### src/rtl/bsc_defs.vh
`ifndef BSC_DEFS_VH
`define BSC_DEFS_VH
// ------------------------------------------------------------
// chain and instruction constants
// ------------------------------------------------------------
`define BSC_CHAIN_LEN   109
`define BSC_IR_W        3
`define BSC_IR_EXTEST   3'h0
`define BSC_IR_IDCODE   3'h1
`define BSC_IR_SAMPZ    3'h2
`define BSC_IR_SAMPLE   3'h4
`define BSC_IR_BYPASS   3'h7
`define BSC_ID_W        32
`define BSC_ID_VALUE    32'h0000_0001
`define BSC_TLR_EDGES   5
// ------------------------------------------------------------
// state codes of the test-port state machine
// ------------------------------------------------------------
`define BSC_S_TLR   4'h0
`define BSC_S_RTI   4'h1
`define BSC_S_SDR   4'h2
`define BSC_S_CDR   4'h3
`define BSC_S_SHDR  4'h4
`define BSC_S_E1DR  4'h5
`define BSC_S_PDR   4'h6
`define BSC_S_E2DR  4'h7
`define BSC_S_UDR   4'h8
`define BSC_S_SIR   4'h9
`define BSC_S_CIR   4'ha
`define BSC_S_SHIR  4'hb
`define BSC_S_E1IR  4'hc
`define BSC_S_PIR   4'hd
`define BSC_S_E2IR  4'he
`define BSC_S_UIR   4'hf
`endif

### src/rtl/bsc_pin_sync.v
`timescale 1ns/1ps
`default_nettype none
// three-stage synchroniser; a change counts once stages two and three agree
module bsc_pin_sync (
  input  wire clock,
  input  wire rst,
  input  wire pin,
  output reg  level_q
);
  reg s1_q;
  reg s2_q;
  reg s3_q;

  // ------------------------------------------------------------
  // sampling chain
  // ------------------------------------------------------------
  always @(posedge clock or posedge rst) begin
    if (rst) begin
      s1_q    <= 1'b0;
      s2_q    <= 1'b0;
      s3_q    <= 1'b0;
      level_q <= 1'b0;
    end else begin
      s1_q <= pin;
      s2_q <= s1_q;
      s3_q <= s2_q;
      if (s2_q == s3_q) begin
        level_q <= s3_q;  // filtered level
      end
    end
  end
endmodule
`default_nettype wire

### src/rtl/bsc_scan_chain.v
`timescale 1ns/1ps
`default_nettype none
`include "bsc_defs.vh"
module bsc_scan_chain (
  input  wire         clock,
  input  wire         rst,
  input  wire         test_clk,
  input  wire         mode_sel,
  input  wire         scan_in,
  input  wire [108:1] ball_in,
  input  wire         clk_in_true,
  input  wire         clk_in_inv,
  input  wire         clk_out_true,
  input  wire         clk_out_inv,
  output reg          scan_out,
  output reg          scan_out_oe,
  output reg  [108:1] ball_drive,
  output reg          ball_drive_en,
  output reg          outputs_float,
  output reg          echo_out_true,
  output reg          echo_out_inv,
  output wire [2:0]   instr,
  output wire [3:0]   tap_state
);
  wire         tck_lvl;
  wire         tms_lvl;
  wire         tdi_lvl;
  wire         ci_t;
  wire         ci_i;
  wire         co_t;
  wire         co_i;
  reg          tck_prev_q;
  reg  [3:0]   state_q;
  reg  [3:0]   state_d;
  reg  [2:0]   ir_q;
  reg  [2:0]   ir_sh_q;
  reg  [`BSC_CHAIN_LEN:1] bs_q;
  reg  [`BSC_ID_W-1:0]    id_q;
  reg          bp_q;
  reg  [2:0]   hi_cnt_q;
  wire [114:0] pin_raw;
  wire [114:0] pin_lvl;
  wire [108:1] ball_lvl;
  genvar       g;

  // ------------------------------------------------------------
  // pin synchronisers
  // ------------------------------------------------------------
  // every pin is foreign to the system clock, the balls included
  // balls reach the chain four clocks late; a capture needs them steady anyway
  assign pin_raw = {ball_in, clk_out_inv, clk_out_true, clk_in_inv, clk_in_true,
                    scan_in, mode_sel, test_clk};
  generate
    for (g = 0; g < 115; g = g + 1) begin : g_sync
      bsc_pin_sync i_sync (
        .clock   (clock),
        .rst     (rst),
        .pin     (pin_raw[g]),
        .level_q (pin_lvl[g])
      );
    end
  endgenerate

  // filtered levels under their working names
  assign tck_lvl  = pin_lvl[0];
  assign tms_lvl  = pin_lvl[1];
  assign tdi_lvl  = pin_lvl[2];
  assign ci_t     = pin_lvl[3];
  assign ci_i     = pin_lvl[4];
  assign co_t     = pin_lvl[5];
  assign co_i     = pin_lvl[6];
  assign ball_lvl = pin_lvl[114:7];

  wire tck_rise = tck_lvl & ~tck_prev_q;
  wire tck_fall = ~tck_lvl & tck_prev_q;

  // five high edges in a row force the reset state
  wire       force_tlr = tms_lvl && (hi_cnt_q == (`BSC_TLR_EDGES - 1));
  wire [3:0] state_nx  = force_tlr ? `BSC_S_TLR : state_d;

  assign instr     = ir_q;
  assign tap_state = state_q;

  // selects the chain behind the data path for the loaded instruction
  function sel_bs;
    input [2:0] ir;
    begin
      sel_bs = (ir == `BSC_IR_EXTEST) || (ir == `BSC_IR_SAMPZ) || (ir == `BSC_IR_SAMPLE);
    end
  endfunction

  // ------------------------------------------------------------
  // next state from mode-select
  // ------------------------------------------------------------
  always @* begin
    case (state_q)
      `BSC_S_TLR:  state_d = tms_lvl ? `BSC_S_TLR  : `BSC_S_RTI;
      `BSC_S_RTI:  state_d = tms_lvl ? `BSC_S_SDR  : `BSC_S_RTI;
      `BSC_S_SDR:  state_d = tms_lvl ? `BSC_S_SIR  : `BSC_S_CDR;
      `BSC_S_CDR:  state_d = tms_lvl ? `BSC_S_E1DR : `BSC_S_SHDR;
      `BSC_S_SHDR: state_d = tms_lvl ? `BSC_S_E1DR : `BSC_S_SHDR;
      `BSC_S_E1DR: state_d = tms_lvl ? `BSC_S_UDR  : `BSC_S_PDR;
      `BSC_S_PDR:  state_d = tms_lvl ? `BSC_S_E2DR : `BSC_S_PDR;
      `BSC_S_E2DR: state_d = tms_lvl ? `BSC_S_UDR  : `BSC_S_SHDR;
      `BSC_S_UDR:  state_d = tms_lvl ? `BSC_S_SDR  : `BSC_S_RTI;
      `BSC_S_SIR:  state_d = tms_lvl ? `BSC_S_TLR  : `BSC_S_CIR;
      `BSC_S_CIR:  state_d = tms_lvl ? `BSC_S_E1IR : `BSC_S_SHIR;
      `BSC_S_SHIR: state_d = tms_lvl ? `BSC_S_E1IR : `BSC_S_SHIR;
      `BSC_S_E1IR: state_d = tms_lvl ? `BSC_S_UIR  : `BSC_S_PIR;
      `BSC_S_PIR:  state_d = tms_lvl ? `BSC_S_E2IR : `BSC_S_PIR;
      `BSC_S_E2IR: state_d = tms_lvl ? `BSC_S_UIR  : `BSC_S_SHIR;
      `BSC_S_UIR:  state_d = tms_lvl ? `BSC_S_SDR  : `BSC_S_RTI;
      default:     state_d = `BSC_S_TLR;
    endcase
  end

  // ------------------------------------------------------------
  // controller and data registers, stepped on test clock rise
  // ------------------------------------------------------------
  always @(posedge clock or posedge rst) begin
    if (rst) begin
      tck_prev_q <= 1'b0;
      state_q    <= `BSC_S_TLR;
      ir_q       <= `BSC_IR_IDCODE;  // power-up instruction
      ir_sh_q    <= 3'h0;
      bs_q       <= {`BSC_CHAIN_LEN{1'b0}};
      id_q       <= `BSC_ID_VALUE;
      bp_q       <= 1'b0;
      hi_cnt_q   <= 3'h0;
    end else begin
      tck_prev_q <= tck_lvl;
      if (tck_rise) begin
        // the explicit count backs up the graph's own path to reset
        if (force_tlr) begin
          state_q  <= `BSC_S_TLR;
          hi_cnt_q <= 3'h0;
        end else begin
          state_q  <= state_d;
          hi_cnt_q <= tms_lvl ? hi_cnt_q + 3'h1 : 3'h0;
        end
        case (state_q)
          `BSC_S_TLR: ir_q <= `BSC_IR_IDCODE;
          `BSC_S_CIR: ir_sh_q <= 3'h1;
          `BSC_S_SHIR: ir_sh_q <= {tdi_lvl, ir_sh_q[2:1]};
          `BSC_S_UIR: ir_q <= ir_sh_q;
          `BSC_S_CDR: begin
            id_q <= `BSC_ID_VALUE;
            bp_q <= 1'b0;
            // cell 109 captures a fixed internal level
            if (sel_bs(ir_q)) bs_q <= {1'b1, ball_lvl};
          end
          `BSC_S_SHDR: begin
            if (sel_bs(ir_q)) bs_q <= {tdi_lvl, bs_q[`BSC_CHAIN_LEN:2]};
            else if (ir_q == `BSC_IR_IDCODE) id_q <= {tdi_lvl, id_q[`BSC_ID_W-1:1]};
            else bp_q <= tdi_lvl;
          end
          default: ;
        endcase
        // either path into the reset state reloads identification at once
        if (state_nx == `BSC_S_TLR) ir_q <= `BSC_IR_IDCODE;
      end
    end
  end

  // ------------------------------------------------------------
  // serial output and ball drive
  // ------------------------------------------------------------
  // output changes on the falling test clock edge as the port expects
  always @(posedge clock or posedge rst) begin
    if (rst) begin
      scan_out      <= 1'b0;
      scan_out_oe   <= 1'b0;
      ball_drive    <= {108{1'b0}};
      ball_drive_en <= 1'b0;
      outputs_float <= 1'b0;
    end else begin
      if (tck_fall) begin
        scan_out_oe <= (state_q == `BSC_S_SHDR) || (state_q == `BSC_S_SHIR);
        if (state_q == `BSC_S_SHIR) scan_out <= ir_sh_q[0];
        else if (sel_bs(ir_q)) scan_out <= bs_q[1];
        else if (ir_q == `BSC_IR_IDCODE) scan_out <= id_q[0];
        else scan_out <= bp_q;
        if (state_q == `BSC_S_UDR) ball_drive <= bs_q[108:1];
      end
      ball_drive_en <= (ir_q == `BSC_IR_EXTEST);
      outputs_float <= (ir_q == `BSC_IR_SAMPZ);
    end
  end

  // ------------------------------------------------------------
  // echo clocks
  // ------------------------------------------------------------
  // echo outputs hold their level under extest and float; keeping the
  // clock pairs at opposite levels is left to the board controller
  always @(posedge clock or posedge rst) begin
    if (rst) begin
      echo_out_true <= 1'b0;
      echo_out_inv  <= 1'b0;
    end else if (ir_q != `BSC_IR_EXTEST && ir_q != `BSC_IR_SAMPZ) begin
      if (co_t && co_i) begin
        echo_out_true <= ci_t;
        echo_out_inv  <= ci_i;
      end else begin
        echo_out_true <= co_t;
        echo_out_inv  <= co_i;
      end
    end
  end
endmodule
`default_nettype wire

### config.mk
export PLATFORM = sky130hd
export DESIGN_NAME = bsc_scan_chain
export DESIGN_NICKNAME = d
export VERILOG_FILES = /design/src/rtl/bsc_pin_sync.v /design/src/rtl/bsc_scan_chain.v
export VERILOG_INCLUDE_DIRS = /design/src /design/src/rtl
export SDC_FILE = /design/constraint.sdc
export NUM_CORES = 1
export LEC_CHECK = 0
export ABC_CLOCK_PERIOD_IN_PS = 20200
export BUFFER_PORTS_ARGS = -buffer_cell sky130_fd_sc_hd__buf_2
export CAP_MARGIN = 20
export CORE_MARGIN = 5
export CORE_UTILIZATION = 52
export DETAILED_ROUTE_END_ITERATION = 7
export GPL_ROUTABILITY_DRIVEN = 0
export PLACE_DENSITY = 0.72
export SLEW_MARGIN = 20
export SYNTH_ARGS = -nofsm -noshare
export SYNTH_HDL_FRONTEND = slang
export SYNTH_SLANG_ARGS = --single-unit
### constraint.sdc
create_clock -name clock -period 20.2 [get_ports clock]
set_input_delay 0 -clock clock [delete_from_list [all_inputs] [get_ports clock]]
set_output_delay 0 -clock clock [all_outputs]
set_load 0.01 [all_outputs]
Word-level counts from Yosys, hierarchy flattened

Index checks and enable logic that the tools add are counted.

Bits in registers: 730
Word-level logic and storage cells: 675
Output and inout bits: 121
Input bits: 117

Mux-type cells: 33
Reduce and logical (&&, ||, !) cells: 22
Equality and inequality tests: 140
Bitwise operators: 4
Add/subtract/negate cells: 1

Operators by type and width:

| kind                                                                   | number |
|---|---|
| 109-bit two-way mux                                                    | 2 |
| 109-bit one-hot mux with 2 select lines                                | 1 |
| 1-bit equality test                                                    | 115 |
| 32-bit two-way mux                                                     | 2 |
| 32-bit one-hot mux with 2 select lines                                 | 1 |
| 4-bit one-hot mux with 12 select lines                                 | 1 |
| 4-bit equality test (second input constant)                            | 8 |
| 4-bit two-way mux                                                      | 5 |
| 4-bit by 3-bit equality test with 1-bit output (second input constant) | 4 |
| 3-bit two-way mux                                                      | 5 |
| 3-bit one-hot mux with 2 select lines                                  | 2 |
| 4-bit AND reduction                                                    | 3 |
| 1-bit two-way mux                                                      | 10 |
| 2-bit inequality test (second input constant)                          | 5 |
| 4-bit by 2-bit equality test with 1-bit output (second input constant) | 2 |
| 4-bit zero test                                                        | 2 |
| 3-bit equality test (second input constant)                            | 2 |
| 2-bit two-way mux                                                      | 3 |
| 2-bit AND reduction                                                    | 3 |
| 3-bit nonzero test                                                     | 2 |
| 4-bit by 1-bit equality test with 1-bit output (second input constant) | 1 |
| 2-bit nonzero test                                                     | 2 |
| 2-bit OR reduction                                                     | 2 |
| 3-bit by 1-bit adder with 3-bit output (second input constant)         | 1 |
| 10 further kinds                                                       | 16 |

Longest topological paths before layout

Depth after elaboration: 7
Mapped depth: 9
Gate-level depth less buffers: 6

Cells and area by module

A second synthesis with hierarchy kept.

Cell total of the unflattened synthesis: 1676
Area, all modules: 24637.4 µm²

Modules (own cells, without submodules):

| module         | seq. area each (µm²) | times used | cells each | area an instance (µm²) |
|---|---|---|---|---|
| bsc_pin_sync   | 100.1                | 115        | 6          | 115.1 |
| bsc_scan_chain | 6759.0               | 1          | 986        | 11399.7 |

Worst setup path after synthesis

OpenSTA, ideal clock, no wires.

Kind: register -> register
From: reg state_q[1], in the netlist tap_state[1]
To: reg ball_drive[108] (netlist bit)
Clock period less this slack: 1878 ps
Arrival: 1753 ps
Buffers on the path: 4
Library setup time: 125 ps
Cell stages (with the launch flop): 8
Data required time: 20075 ps
Slack: 18322 ps
Path through: dfrtp_1 > buf_2 > nor3_1 > and3_1 > buf_2 > buf_4 > buf_4 > mux2_2

Longest elaborated chain between the ends: 2

RTL lines:

| item                                 | RTL line             | RTL |
|---|---|---|
| start: declaration                   | bsc_scan_chain.v:33  | `reg [3:0] state_q;` |
| start signal: assignment             | bsc_scan_chain.v:123 | `` state_q <= `BSC_S_TLR; `` |
| start signal: assignment             | bsc_scan_chain.v:135 | `` state_q <= `BSC_S_TLR; `` |
| start signal: assignment             | bsc_scan_chain.v:138 | `state_q <= state_d;` |
| 4-bit equality test                  | -                    |  |
| 2-bit AND reduction (no source line) | -                    |  |
| end signal: assignment               | bsc_scan_chain.v:173 | `ball_drive <= {108{1'b0}};` |
| end signal: assignment               | bsc_scan_chain.v:183 | `` if (state_q == `BSC_S_UDR) ball_drive <= bs_q[108:1]; `` |
| end: declaration                     | bsc_scan_chain.v:17  | `output reg [108:1] ball_drive,` |

No other way between the ends.
A chain may end at the register's enable or synchronous reset.

==> results.sh <==
export IMPL_grt_pass1_wl_um=73100
export IMPL_clk_insertion_delay_late_ns=0.60
export IMPL_gr_usage_all_layers=0.179
export IMPL_num_rows=79
export IMPL_viasPerCell=5.01
export IMPL_rsz0062_at_grt="false"
export IMPL_fmax_mhz=257
export IMPL_cts_made_buffers=72
export IMPL_seq_power_share=0.499
export IMPL_pin_count=238
export IMPL_p_int_mw=2.71
export IMPL_power_density_nw_per_um2=125
export IMPL_synth_seq_cells=730
export IMPL_synth_cell_type_count=49
export IMPL_r2r_slack_ns=16.97
export IMPL_reg2reg_depth=4
export IMPL_finClkSkew_ns=0.0258
export IMPL_drive_gt1_frac=0.243
export IMPL_hold_depth=2
export IMPL_synth_top_cells_by_count="dfrtp_1, nand2_1, o21ai_0"
export IMPL_crit_arrival_ns=4.52
export IMPL_cts_htree_levels=3
export IMPL_fin_area_um2=29400
export IMPL_cts_root_buf="clkbuf_16"
export IMPL_dieArea_um2=50800
export IMPL_overflow=0
export IMPL_clkPwrFrac=0.355
export IMPL_synth_most_common_cell="dfrtp_1"
export IMPL_port_buffer_count=237
export IMPL_dieHeight_um=225
export IMPL_final_cell_count_no_fill=2601
export IMPL_combPwrFrac=0.146
export IMPL_yosysTopAreaCell="dfrtp_1"
export IMPL_hold_end="g_sync[30].i_sync.s1_q"
export IMPL_syn_nets=1685
export IMPL_core_area_um2=46300
export IMPL_syn_to_final_growth_pct=21.9
export IMPL_finalCritPeriodShare=0.192
export IMPL_wl_um=44700
export IMPL_timing_final_ws_setup_ns=16.32
export IMPL_antenna_left=0
export IMPL_firstDrtPassIters=6
export IMPL_switching_share=0.263
export IMPL_post_synth_instance_area_um2=24100
export IMPL_status="finished clean"
export IMPL_cts_repair_resized=0
export IMPL_dp_cells=2355
export IMPL_cts_tree="built"
export IMPL_ctsLongestPathBuffers=3
export IMPL_dpl_worst_slack_ns=16.01
export IMPL_min_period_ns=3.88
export IMPL_r2r_start="tap_state[0]"
export IMPL_num_nets_final=2058
export IMPL_synth_edf_count=0
export IMPL_slew_headroom=0.279
export IMPL_async_flop_share=1.00
export IMPL_max_cap_violations=0
export IMPL_setup_violations=0
export IMPL_p_leak_nw=14.4
export IMPL_min_from="ball_in[24]"
export IMPL_synth_top_flop_cell="dfrtp_1"
export IMPL_worst_slew_pin_transition_ns=1.08
export IMPL_min_path_type="input pin to register"
export IMPL_cts_clk_slew_worst_paths_ns=0.07
export IMPL_die_x_um=225
export IMPL_critical_path_max_fanout=185
export IMPL_grt_max_degree=186
export IMPL_syn_inst=1566
export IMPL_cp_start_kind="input pin"
export IMPL_ys_top_cells_by_area="dfrtp_1, mux2_2, maj3_1, mux2i_1, o21ai_0"
export IMPL_maxSlewViolCount=0
export IMPL_postSynthAreaPerCell_um2=15.4
export IMPL_dpl_hpwl_um=26500
export IMPL_path_class="input pin to async pin"
export IMPL_netlist_area_leader_share=0.754
export IMPL_power_switching_uw=970
export IMPL_ys_seq_area_frac=0.757
export IMPL_drtIter0Drc=759
export IMPL_grt_pass1_vias=13700
export IMPL_drc_errors=0
export IMPL_dpl_instance_area_um2=25900
export IMPL_finalHoldViolCount=0
export IMPL_cts_sinks=730
export IMPL_vdd_drop_max_mv=0.0867
export IMPL_end_kind="async pin"
export IMPL_cp_required_ns=20.84
export IMPL_post_route_util=0.636
export IMPL_setup_tns_ns=0
export IMPL_initial_core_util=0.522
export IMPL_r2r_end="ball_drive[96]"
export IMPL_via_count=13000
export IMPL_routedWlPerCell_um=17.2
export IMPL_antenna_found_initial=0
export IMPL_ys_warn_count=0
export IMPL_crit_start="rst"
routing by layer:
metal | part of all wire | vias to the layer above | wire [µm] | GRT usage
met3 | 0.043 | 92 | 1900 | 0.0413
li1 | - | 6073 | - | -
met5 | 0 | - | 0 | 0
met4 | 0.028 | 0 | 1250 | 0.0584
met1 | 0.44 | 6633 | 19600 | 0.250
met2 | 0.49 | 225 | 21900 | 0.285
worst max-delay path, cell delays in order:
cell,delay [ns]
dlygate4sd3_1,0.54
buf_2,0.12
dlygate4sd3_1,0.58
clkinvlp_4,0.40
buf_6,0.65
buf_4,0.73
buf_12,0.73
buf_6,0.64
registers in the layout (all words and copies together) (netlist names), 3 cells and up:
register and flops:
g_sync.i_sync.s1_q 115, g_sync.i_sync.level_q 115, hi_cnt_q 3, ball_drive 108
bs_q 109, id_q 32, ir_sh_q 3, instr 3
tap_state 4, g_sync.i_sync.s3_q 115, g_sync.i_sync.s2_q 115
cell usage in the layout (no fill, tap or decap), types with 2 or more instances in the layout:
cell type / n
buf_6: 4
clkbuf_16: 74
buf_2: 237
clkbuf_1: 15
nor3b_2: 2
nand2_1: 184
o21ai_0: 140
mux2i_1: 108
mux2_2: 108
buf_4: 10
maj3_1: 116
a32o_1: 2
dlygate4sd3_1: 117
a21oi_1: 6
inv_6: 3
inv_1: 12
dfrtp_1: 728
o211ai_1: 3
nor2b_1: 5
nor3_1: 6
nand3_1: 7
nor3b_1: 3
o22ai_1: 4
o21ai_1: 16
clkbuf_8: 17
clkinvlp_4: 5
nor2_1: 11
a31oi_1: 5
o22a_1: 2
nand2b_1: 2
ha_1: 2
dfstp_2: 2
bufinv_16: 3
clkinv_2: 11
through the flow:
step / hold WS, ns / power (mW)
floorplan: 0.0314 / 2.16
global route: 0.0134 / 3.87
global placement: 0.0720 / 2.36
CTS: 0.000601 / 3.73
finish: 0.0460 / 3.68
detailed placement: 0.0768 / 2.39
how the worst max path moves through the flow:
stage	endpoint	slack (ns)	depth (start not counted)
6_report	g_sync[103].i_sync.s3_q	16.32	8
3_5_place_dp	g_sync[99].i_sync.s1_q	16.01	6
5_1_grt	bs_q[93]	15.60	8
3_3_place_gp	g_sync[100].i_sync.s1_q	16.13	6
2_1_floorplan	ball_drive[100]	10.20	1
4_1_cts	g_sync[99].i_sync.s3_q	15.54	8
power groups by stage:
stage | logic [mW] | clock network, mW | registers [mW]
after floorplan | 0.313 | 0 | 1.85
after global placement | 0.510 | 0 | 1.85
after detailed placement | 0.526 | 0 | 1.86
after CTS | 0.550 | 1.34 | 1.84
after global routing | 0.597 | 1.41 | 1.86
final | 0.538 | 1.31 | 1.84
logic make-up after synthesis:
logic type | synth area share
AO/OA/AOI/OAI | 0.0433
flip-flops | 0.757
adder cells (fa/ha/maj) | 0.0491
AND/OR/NAND/NOR | 0.0395
multiplexers | 0.0951
buffers and inverters | 0.0164
what timing repair did:
item	4_1_cts	5_1_grt
setup buffers	0	0
endpoints found under the hold margin	140	0
hold buffers	117	0
layout make-up:
class / instances / area [µm²]
Clock inverter: 22 / 218
Tap cell: 607 / 759
Inverter: 13 / 52.6
Antenna cell: 1 / 2.50
Sequential cell: 730 / 18300
Timing Repair Buffer: 369 / 2500
Fill cell: 3286 / 16800
Clock buffer: 106 / 2140
Multi-Input combinational cell: 753 / 5500
(Power assumes the default switching activity.)
